`src/hw/dar_map.vh`:
```
// Purpose: Register map and constants of the descriptor attribute bank
// Assumes: AXI4-Lite, 32-bit data, byte addresses
// Notes:   Included by every design file of the bank except dar_sync
`ifndef DAR_MAP_VH
`define DAR_MAP_VH

// ***********************************************************
// Offsets
// ***********************************************************
`define DAR_AW              8
`define DAR_OFF_EE_DATA     8'h44
`define DAR_OFF_OBJ_STORE   8'h50
`define DAR_OFF_SS_LEN      8'h54
`define DAR_OFF_HS_LEN      8'h58
`define DAR_OFF_CTRL        8'h70
`define DAR_OFF_STATUS      8'h74

// ***********************************************************
// Fields
// ***********************************************************
`define DAR_BYTE_MSB        7
`define DAR_POLL_MSB        23
`define DAR_POLL_LSB        16
`define DAR_DEV_MSB         15
`define DAR_DEV_LSB         8
`define DAR_CFG_MSB         7
`define DAR_CFG_LSB         0
`define DAR_CTRL_EMU_BIT    0
`define DAR_CTRL_LITE_BIT   1
`define DAR_CTRL_PROT_BIT   2

// ***********************************************************
// Defaults and values
// ***********************************************************
`define DAR_ZERO8           8'h00
`define DAR_SS_POLL_DEF     8'h06
`define DAR_HS_POLL_DEF     8'h04
`define DAR_DESC_LEN_FULL   8'h12
`define DAR_IMG_W           56
`define DAR_RESP_OKAY       2'h0
`define DAR_RESP_SLVERR     2'h2
`define DAR_CMD_READ        3'h0
`define DAR_CMD_WRITE       3'h3

`endif

```
`src/hw/dar_len_norm.v`:
```
// Purpose: Normalise a SuperSpeed length field
// Assumes: Combinational, same clock domain
// Notes:   Any nonzero length is presented as a full descriptor
`timescale 1ns/1ps
`include "dar_map.vh"

module dar_len_norm
(
   input  wire [7:0] i_len,
   output wire [7:0] o_len
);

   // ***********************************************************
   // Nonzero means full length
   // ***********************************************************
   assign o_len = (i_len != `DAR_ZERO8) ? `DAR_DESC_LEN_FULL
                                         : `DAR_ZERO8;

endmodule

```
`src/hw/dar_regs.v`:
```
// Purpose: Descriptor attribute and EEPROM data register bank
// Assumes: AXI4-Lite slave, 25 MHz I_CLK, async active-low I_RST_N
// Notes:   Image inputs come from the loader; strap inputs are pins
//
// Behaviour
// EEPROM data keeps one byte in bits 7:0; bits 31:8 read zero.
// Software writes zero length for any block absent from RAM.
// Attributes drive descriptors only with no EEPROM, no OTP, emulation on.
// Software must not write attributes when EEPROM or OTP is present.
// All attribute registers obey reset protection control.
// Nonzero object store length means RAM holds a BOS block.
// Object store length defaults EEPROM, else OTP, else zero.
// USB or lite reset restores last loaded image or fixed default.
// SuperSpeed register: poll 23:16, device 15:8, config 7:0.
// SuperSpeed config block is configuration then interface descriptor.
// Nonzero SuperSpeed length fields are treated as eighteen bytes.
// SuperSpeed poll defaults EEPROM, else OTP, else six.
// SuperSpeed lengths default EEPROM, else OTP, else zero.
// High-Speed register: poll 23:16, device 15:8, config 7:0.
// Software writes only zero or eighteen to High-Speed lengths.
// High-Speed poll defaults EEPROM, else OTP, else four.
// High-Speed lengths default EEPROM, else OTP, else zero.
// Read completion loads EEPROM byte; write sends data byte.
// Reserved bits read zero and ignore writes.
`timescale 1ns/1ps
`include "dar_map.vh"

module dar_regs
(
   input  wire        I_CLK,
   input  wire        I_RST_N,
   input  wire [7:0]  I_AWADDR,
   input  wire        I_AWVALID,
   output reg         O_AWREADY,
   input  wire [31:0] I_WDATA,
   input  wire [3:0]  I_WSTRB,
   input  wire        I_WVALID,
   output reg         O_WREADY,
   output reg  [1:0]  O_BRESP,
   output reg         O_BVALID,
   input  wire        I_BREADY,
   input  wire [7:0]  I_ARADDR,
   input  wire        I_ARVALID,
   output reg         O_ARREADY,
   output reg  [31:0] O_RDATA,
   output reg  [1:0]  O_RRESP,
   output reg         O_RVALID,
   input  wire        I_RREADY,
   input  wire        I_EEPROM_PRESENT,
   input  wire        I_OTP_CONFIGURED,
   input  wire        I_USB_RESET,
   input  wire        I_IMG_LOAD,
   input  wire [55:0] I_IMG_DATA,
   input  wire        I_EE_RD_DONE,
   input  wire [7:0]  I_EE_RD_BYTE,
   input  wire        I_EE_CMD_ISSUE,
   input  wire [2:0]  I_EE_CMD,
   output reg  [7:0]  O_EE_WR_BYTE,
   output reg         O_EE_WR_VALID,
   output reg         O_ATTR_ACTIVE,
   output reg  [7:0]  O_OBJ_STORE_LEN,
   output reg  [7:0]  O_SS_POLL,
   output reg  [7:0]  O_SS_DEV_LEN,
   output reg  [7:0]  O_SS_CFG_LEN,
   output reg  [7:0]  O_HS_POLL,
   output reg  [7:0]  O_HS_DEV_LEN,
   output reg  [7:0]  O_HS_CFG_LEN
);

   // ***********************************************************
   // Declarations
   // ***********************************************************
   wire        ee_present;
   wire        otp_cfg;
   wire [7:0]  ss_dev_n;
   wire [7:0]  ss_cfg_n;
   reg  [7:0]  ee_data_q;
   reg  [7:0]  obj_len_q;
   reg  [23:0] ss_q;
   reg  [23:0] hs_q;
   reg  [55:0] img_q;
   reg         img_valid_q;
   reg         emu_en_q;
   reg         lite_rst_q;
   reg         prot_en_q;
   reg         aw_hold_q;
   reg         w_hold_q;
   reg  [7:0]  awaddr_q;
   reg  [31:0] wdata_q;
   reg  [3:0]  wstrb_q;
   reg  [55:0] restore_d;
   reg  [31:0] rdata_d;
   reg         rd_hit_d;
   wire        wr_go;
   wire        restore;

   // ***********************************************************
   // Synchronised straps and subunits
   // ***********************************************************
   dar_sync u_sync_ee
   (
      .i_clk   (I_CLK),
      .i_rst_n (I_RST_N),
      .i_d     (I_EEPROM_PRESENT),
      .o_q     (ee_present)
   );

   dar_sync u_sync_otp
   (
      .i_clk   (I_CLK),
      .i_rst_n (I_RST_N),
      .i_d     (I_OTP_CONFIGURED),
      .o_q     (otp_cfg)
   );

   dar_len_norm u_norm_dev
   (
      .i_len (ss_q[`DAR_DEV_MSB:`DAR_DEV_LSB]),
      .o_len (ss_dev_n)
   );

   dar_len_norm u_norm_cfg
   (
      .i_len (ss_q[`DAR_CFG_MSB:`DAR_CFG_LSB]),
      .o_len (ss_cfg_n)
   );

   // ***********************************************************
   // Functions
   // ***********************************************************
   function [7:0] merge_byte;
      input [7:0] old_v;
      input [7:0] new_v;
      input       en;
      begin
         merge_byte = en ? new_v : old_v;
      end
   endfunction

   function is_attr;
      input [7:0] a;
      begin
         is_attr = (a == `DAR_OFF_OBJ_STORE) || (a == `DAR_OFF_SS_LEN) ||
                   (a == `DAR_OFF_HS_LEN);
      end
   endfunction

   // ***********************************************************
   // Restore image: loaded image or fixed defaults
   // ***********************************************************
   always @*
   begin
      if (img_valid_q)
         restore_d = img_q;
      else
         restore_d = {`DAR_ZERO8,
                      `DAR_SS_POLL_DEF, `DAR_ZERO8, `DAR_ZERO8,
                      `DAR_HS_POLL_DEF, `DAR_ZERO8,
                      `DAR_ZERO8};
   end

   // Usb reset protection masks only the USB-reset restore
   assign restore = lite_rst_q | (I_USB_RESET & ~prot_en_q);

   // ***********************************************************
   // Write channel capture
   // ***********************************************************
   assign wr_go = aw_hold_q & w_hold_q & ~O_BVALID;

   always @(posedge I_CLK or negedge I_RST_N)
   begin
      if (!I_RST_N)
      begin
         aw_hold_q <= 1'b0;
         w_hold_q  <= 1'b0;
         awaddr_q  <= 8'h00;
         wdata_q   <= 32'h00000000;
         wstrb_q   <= 4'h0;
         O_AWREADY <= 1'b0;
         O_WREADY  <= 1'b0;
         O_BVALID  <= 1'b0;
         O_BRESP   <= `DAR_RESP_OKAY;
      end
      else
      begin
         O_AWREADY <= ~aw_hold_q & ~O_AWREADY & I_AWVALID;
         O_WREADY  <= ~w_hold_q & ~O_WREADY & I_WVALID;
         if (O_AWREADY & I_AWVALID)
         begin
            aw_hold_q <= 1'b1;
            awaddr_q  <= I_AWADDR;
         end
         if (O_WREADY & I_WVALID)
         begin
            w_hold_q <= 1'b1;
            wdata_q  <= I_WDATA;
            wstrb_q  <= I_WSTRB;
         end
         if (wr_go)
         begin
            aw_hold_q <= 1'b0;
            w_hold_q  <= 1'b0;
            O_BVALID  <= 1'b1;
            O_BRESP   <= (is_attr(awaddr_q) ||
                          awaddr_q == `DAR_OFF_EE_DATA ||
                          awaddr_q == `DAR_OFF_CTRL) ?
                         `DAR_RESP_OKAY : `DAR_RESP_SLVERR;
         end
         else if (O_BVALID & I_BREADY)
            O_BVALID <= 1'b0;
      end
   end

   // ***********************************************************
   // Register storage
   // ***********************************************************
   always @(posedge I_CLK or negedge I_RST_N)
   begin
      if (!I_RST_N)
      begin
         ee_data_q   <= `DAR_ZERO8;
         obj_len_q   <= `DAR_ZERO8;
         ss_q        <= {`DAR_SS_POLL_DEF, `DAR_ZERO8, `DAR_ZERO8};
         hs_q        <= {`DAR_HS_POLL_DEF, `DAR_ZERO8, `DAR_ZERO8};
         img_q       <= {`DAR_IMG_W{1'b0}};
         img_valid_q <= 1'b0;
         emu_en_q    <= 1'b0;
         lite_rst_q  <= 1'b0;
         prot_en_q   <= 1'b0;
      end
      else
      begin
         lite_rst_q <= 1'b0;
         if (I_IMG_LOAD)
         begin
            img_q       <= I_IMG_DATA;
            img_valid_q <= 1'b1;
         end
         if (I_EE_RD_DONE)
            ee_data_q <= I_EE_RD_BYTE;
         if (I_IMG_LOAD)
         begin
            obj_len_q <= I_IMG_DATA[55:48];
            ss_q      <= I_IMG_DATA[47:24];
            hs_q      <= I_IMG_DATA[23:0];
         end
         else if (restore)
         begin
            obj_len_q <= restore_d[55:48];
            ss_q      <= restore_d[47:24];
            hs_q      <= restore_d[23:0];
         end
         else if (wr_go)
         begin
            case (awaddr_q)
               `DAR_OFF_EE_DATA:
                  if (!I_EE_RD_DONE)
                     ee_data_q <= merge_byte(ee_data_q, wdata_q[7:0],
                                             wstrb_q[0]);
               `DAR_OFF_OBJ_STORE:
                  obj_len_q <= merge_byte(obj_len_q, wdata_q[7:0],
                                          wstrb_q[0]);
               `DAR_OFF_SS_LEN:
                  ss_q <= {merge_byte(ss_q[23:16], wdata_q[23:16],
                                      wstrb_q[2]),
                           merge_byte(ss_q[15:8], wdata_q[15:8],
                                      wstrb_q[1]),
                           merge_byte(ss_q[7:0], wdata_q[7:0],
                                      wstrb_q[0])};
               `DAR_OFF_HS_LEN:
                  hs_q <= {merge_byte(hs_q[23:16], wdata_q[23:16],
                                      wstrb_q[2]),
                           merge_byte(hs_q[15:8], wdata_q[15:8],
                                      wstrb_q[1]),
                           merge_byte(hs_q[7:0], wdata_q[7:0],
                                      wstrb_q[0])};
               default:
                  ;
            endcase
         end
         if (wr_go && awaddr_q == `DAR_OFF_CTRL && wstrb_q[0])
         begin
            emu_en_q   <= wdata_q[`DAR_CTRL_EMU_BIT];
            lite_rst_q <= wdata_q[`DAR_CTRL_LITE_BIT];
            prot_en_q  <= wdata_q[`DAR_CTRL_PROT_BIT];
         end
      end
   end

   // ***********************************************************
   // Read decode
   // ***********************************************************
   always @*
   begin
      rd_hit_d = 1'b1;
      rdata_d  = 32'h00000000;
      case (I_ARADDR)
         `DAR_OFF_EE_DATA:   rdata_d = {24'h000000, ee_data_q};
         `DAR_OFF_OBJ_STORE: rdata_d = {24'h000000, obj_len_q};
         `DAR_OFF_SS_LEN:    rdata_d = {8'h00, ss_q};
         `DAR_OFF_HS_LEN:    rdata_d = {8'h00, hs_q};
         `DAR_OFF_CTRL:      rdata_d = {29'h00000000, prot_en_q,
                                        1'b0, emu_en_q};
         `DAR_OFF_STATUS:    rdata_d = {29'h00000000, img_valid_q,
                                        otp_cfg, ee_present};
         default:            rd_hit_d = 1'b0;
      endcase
   end

   always @(posedge I_CLK or negedge I_RST_N)
   begin
      if (!I_RST_N)
      begin
         O_ARREADY <= 1'b0;
         O_RVALID  <= 1'b0;
         O_RDATA   <= 32'h00000000;
         O_RRESP   <= `DAR_RESP_OKAY;
      end
      else
      begin
         O_ARREADY <= ~O_ARREADY & ~O_RVALID & I_ARVALID;
         if (O_ARREADY & I_ARVALID)
         begin
            O_RVALID <= 1'b1;
            O_RDATA  <= rdata_d;
            O_RRESP  <= rd_hit_d ? `DAR_RESP_OKAY : `DAR_RESP_SLVERR;
         end
         else if (O_RVALID & I_RREADY)
            O_RVALID <= 1'b0;
      end
   end

   // ***********************************************************
   // Outputs to descriptor logic and EEPROM controller
   // ***********************************************************
   always @(posedge I_CLK or negedge I_RST_N)
   begin
      if (!I_RST_N)
      begin
         O_ATTR_ACTIVE   <= 1'b0;
         O_OBJ_STORE_LEN <= `DAR_ZERO8;
         O_SS_POLL       <= `DAR_ZERO8;
         O_SS_DEV_LEN    <= `DAR_ZERO8;
         O_SS_CFG_LEN    <= `DAR_ZERO8;
         O_HS_POLL       <= `DAR_ZERO8;
         O_HS_DEV_LEN    <= `DAR_ZERO8;
         O_HS_CFG_LEN    <= `DAR_ZERO8;
         O_EE_WR_BYTE    <= `DAR_ZERO8;
         O_EE_WR_VALID   <= 1'b0;
      end
      else
      begin
         O_ATTR_ACTIVE   <= ~ee_present & ~otp_cfg & emu_en_q;
         O_OBJ_STORE_LEN <= obj_len_q;
         O_SS_POLL       <= ss_q[`DAR_POLL_MSB:`DAR_POLL_LSB];
         O_SS_DEV_LEN    <= ss_dev_n;
         O_SS_CFG_LEN    <= ss_cfg_n;
         O_HS_POLL       <= hs_q[`DAR_POLL_MSB:`DAR_POLL_LSB];
         O_HS_DEV_LEN    <= hs_q[`DAR_DEV_MSB:`DAR_DEV_LSB];
         O_HS_CFG_LEN    <= hs_q[`DAR_CFG_MSB:`DAR_CFG_LSB];
         O_EE_WR_BYTE    <= ee_data_q;
         O_EE_WR_VALID   <= I_EE_CMD_ISSUE &&
                            I_EE_CMD == `DAR_CMD_WRITE;
      end
   end

endmodule

```
`src/hw/dar_sync.v`:
```
// Purpose: Three-stage synchroniser for a level from outside
// Assumes: One clock, asynchronous active-low reset
// Notes:   Output changes once stages two and three agree
`timescale 1ns/1ps

module dar_sync
(
   input  wire i_clk,
   input  wire i_rst_n,
   input  wire i_d,
   output reg  o_q
);

   reg s1_q;
   reg s2_q;
   reg s3_q;

   // ***********************************************************
   // Stages and agreement filter
   // ***********************************************************
   always @(posedge i_clk or negedge i_rst_n)
   begin
      if (!i_rst_n)
      begin
         s1_q <= 1'b0;
         s2_q <= 1'b0;
         s3_q <= 1'b0;
         o_q  <= 1'b0;
      end
      else
      begin
         s1_q <= i_d;
         s2_q <= s1_q;
         s3_q <= s2_q;
         if (s2_q == s3_q)
            o_q <= s3_q;
      end
   end

endmodule
```
`config.mk`:
```
export PLATFORM = sky130hd
export DESIGN_NAME = dar_regs
export DESIGN_NICKNAME = d
export VERILOG_FILES = /design/src/hw/dar_len_norm.v /design/src/hw/dar_regs.v /design/src/hw/dar_sync.v
export VERILOG_INCLUDE_DIRS = /design/src /design/src/hw
export SDC_FILE = /design/constraint.sdc
export NUM_CORES = 1
export LEC_CHECK = 0
export ABC_CLOCK_PERIOD_IN_PS = 2190
export BUFFER_PORTS_ARGS = -buffer_cell sky130_fd_sc_hd__buf_4
export CORE_MARGIN = 1
export CORE_UTILIZATION = 54
export DETAILED_ROUTE_END_ITERATION = 6
export HOLD_SLACK_MARGIN = 0.12
export PLACE_DENSITY = 0.8
export SLEW_MARGIN = 20
export SYNTH_ARGS = -nofsm -noshare
export SYNTH_HDL_FRONTEND = slang
export SYNTH_SLANG_ARGS = --single-unit
```
`constraint.sdc`:
```
create_clock -name I_CLK -period 2.19 [get_ports I_CLK]
set_input_delay 0.438 -clock I_CLK [delete_from_list [all_inputs] [get_ports I_CLK]]
set_output_delay 0.438 -clock I_CLK [all_outputs]
set_load 0.005 [all_outputs]
```
==> impl_metrics.ini <==
[run_status]
outcome = complete, no violations

[pwr]
powerDensity_nw_per_um2 = 988
max-vdd-ir-drop_mv = 0.738
p_leak_nw = 6.31

[layout]
fin_util = 0.714
layout_commonest_cell = dfrtp_1
fin_nets = 1234
fillers = 1343
final_cell_mix = 249 x dfrtp_1, 231 x buf_4, 93 x mux2_2
drive_above_1_share = 0.354
ff_latch_area_um2 = 6310
syn2layout_area_growth_pct = 27.8
multiInputGateArea_um2 = 3860

[routing]
vias_per_cell = 5.67
drc_errors = 0
first_pass_iters = 5
drt_wl_total_mm = 26.6
wire_per_inst_um = 19.2
dr_total_vias = 7841
drtIter0Drc = 609
final_antenna_net_count = 0

[synth]
synth.ff_latch_count = 252
ys_async_sr_fraction = 1.00
yosysWarnings = 0
synth_edf_count = 0
yosysTopAreaCell = dfrtp_1
synth_cell_types = 56
postSynthCellCount = 872
seq_area_frac_synth = 0.596
synth_area_leaders = dfrtp_1 59%, mux2_2 9.9%, a221o_1 2.4%, nand2_1 2.2%, nor2_1 2.0%
synth_top_area_share = 0.589
syn_avg_cell_area_um2 = 12.1
netlist_area_um2 = 10600
synth_ff_type = dfrtp_1

[floorplan]
die_x_um = 142
core_um2 = 19000
initial_core_util = 0.558
ioPinCount = 239
die_area_um2 = 20200
die_h_um = 142
num_rows = 50

[grt]
antenna_found_initial = 3
grt_pass1_vias = 7787
grt_max_degree = 83
overflow = 0
grt_first_pass_wirelength_mm = 41.7
track_usage = 0.269

[timing]
fin_hold_ws_ns = 0.134
skew_ns = 0.0165
slew_headroom = 0.527
worst_slew_pin_slew_ns = 0.700
min_period_over_period = 0.910
rsz0062_at_grt = no
setup_viol = 0
setup-tns-final_ns = 0
hold_viol_final = 0
finalMaxSlewViolations = 0
layout_min_cycle_time_ns = 1.99
fmax_ghz = 0.502

[critical_path]
endpoint_kind = register
critical_path.cell_chain = nor2b_1, buf_4, o21ai_2, buf_12, o311ai_0, mux2_2
path_max_fanout = 28
start_kind = register
path_class = reg -> reg
crit_family = compound AO/OA/AOI/OAI gates
path_buf_inv = 2
cp_data_arrival_time_ns = 2.46
path_depth = 6
crit_path_max_incr_delay_ns = 0.60
cp.required_ns = 2.66
critPathSlowestCell = o311ai_0
reg2reg_depth = 6

[clock_network]
htreeDepth = 1
ctsResizeCount = 0
numClockSinks = 252
clk_latency_ns = 0.53
postCtsSetupBuffers = 0
numCtsBuffers = 25
ctsRootBufferMaster = clkbuf_16
hold_buffers = 15
path_clk_slew_ns = 0.06
cts_tree = built
clockBufferDepth = 3

[placed_design]
routabilityCongestion = 0.856
place.detailed.hpwl_mm = 19.1
port_buffers = 207

[worst_hold_path]
hold_depth = 2
hold_path_class = in -> reg

[job]
drv_cap = 0
==> cell type report <==
| type | instances | area share |
|---|---|---|
| Sequential cell | 252 | 0.466 |
| Timing Repair Buffer | 256 | 0.154 |
| Clock buffer | 37 | 0.0555 |
| Tap cell | 260 | 0.0240 |
| Inverter | 23 | 0.00638 |
| Clock inverter | 8 | 0.00814 |
| Antenna cell | 2 | 0.000370 |
| Multi-Input combinational cell | 544 | 0.285 |
==> registers in the layout, indices dropped and copies added (netlist names), 3 cells and up <==
register and flops:
O_EE_WR_BYTE 8, O_HS_CFG_LEN 8, O_HS_DEV_LEN 8, O_HS_POLL 8, O_OBJ_STORE_LEN 8, O_RDATA 24
O_SS_POLL 8, awaddr_q 8, ee_data_q 8, hs_q 24, img_q 56, obj_len_q 8
ss_q 24, wdata_q 24, wstrb_q 3
==> per-layer routing <==
| layer | track usage | wire length [um] | vias to the layer above |
|---|---|---|---|
| li1 | - | - | 3559 |
| met2 | 0.405 | 12000 | 316 |
| met4 | 0.0770 | 629 | 0 |
| met1 | 0.398 | 11900 | 3924 |
| met5 | 0 | 0 | - |
| met3 | 0.0548 | 2040 | 42 |
==> power breakdown <==
part           leakage, nW  internal (W)  switching (W)
Clock                0.420       0.00262        0.00177
Sequential            3.03       0.00566       0.000713
Combinational         2.86       0.00146        0.00114
==> metrics by stage <==
| stage | cells | setup slack [ns] | total power, W | area, um2 |
|---|---|---|---|---|
| after detailed placement | 1320 | 0.149 | 0.00899 | 12500 |
| after global placement | 1320 | 0.242 | 0.00884 | 12500 |
| final | 1382 | 0.196 | 0.0134 | 13500 |
| after floorplan | 893 | 0.428 | 0.00761 | 10700 |
| after global routing | 1382 | 0.119 | 0.0140 | 13500 |
| after CTS | 1380 | 0.201 | 0.0134 | 13500 |
==> logic make-up after synthesis <==
kind of cell | count (synthesis) | share of synthesized area
AO/OA/AOI/OAI | 177 | 0.124
adder cells (fa/ha/maj) | 2 | 0.00189
buffers and inverters | 97 | 0.0467
flip-flops | 252 | 0.596
multiplexers | 100 | 0.107
other | 1 | 0.000354
AND/OR/NAND/NOR | 243 | 0.124
==> cells in the mapped netlist, types with 10 or more instances <==
cell type / number
clkbuf_1: 29
inv_1: 23
nor2b_1: 25
buf_4: 27
buf_2: 17
a21o_1: 26
a221oi_1: 16
nand2_1: 61
a21oi_1: 13
nand3_1: 28
o311ai_0: 15
o211ai_1: 15
nor2_1: 56
nor4b_1: 10
o21ai_0: 34
nand2b_1: 17
dfrtp_1: 249
a221o_1: 25
mux2_2: 93
==> worst paths after layout <==
check / startpoint / end / slack [ns]
max in group asynchronous: I_RST_N / O_RDATA[1] / 1.06
max reg2reg: prot_en_q / ss_q[8] / 0.20
min reg2reg: u_sync_otp.s1_q / u_sync_otp.s2_q / 0.35
min: I_IMG_DATA[48] / img_q[48] / 0.13
max: prot_en_q / ss_q[8] / 0.20
min in group asynchronous: I_RST_N / O_EE_WR_VALID / 0.44
==> worst register-to-register path: stages (launching register included) <==
cell,delay [ns]
dfrtp_1,0.44
nor2b_1,0.13
buf_4,0.21
o21ai_2,0.09
buf_12,0.18
o311ai_0,0.61
mux2_2,0.29
(Power assumes the default switching activity.)
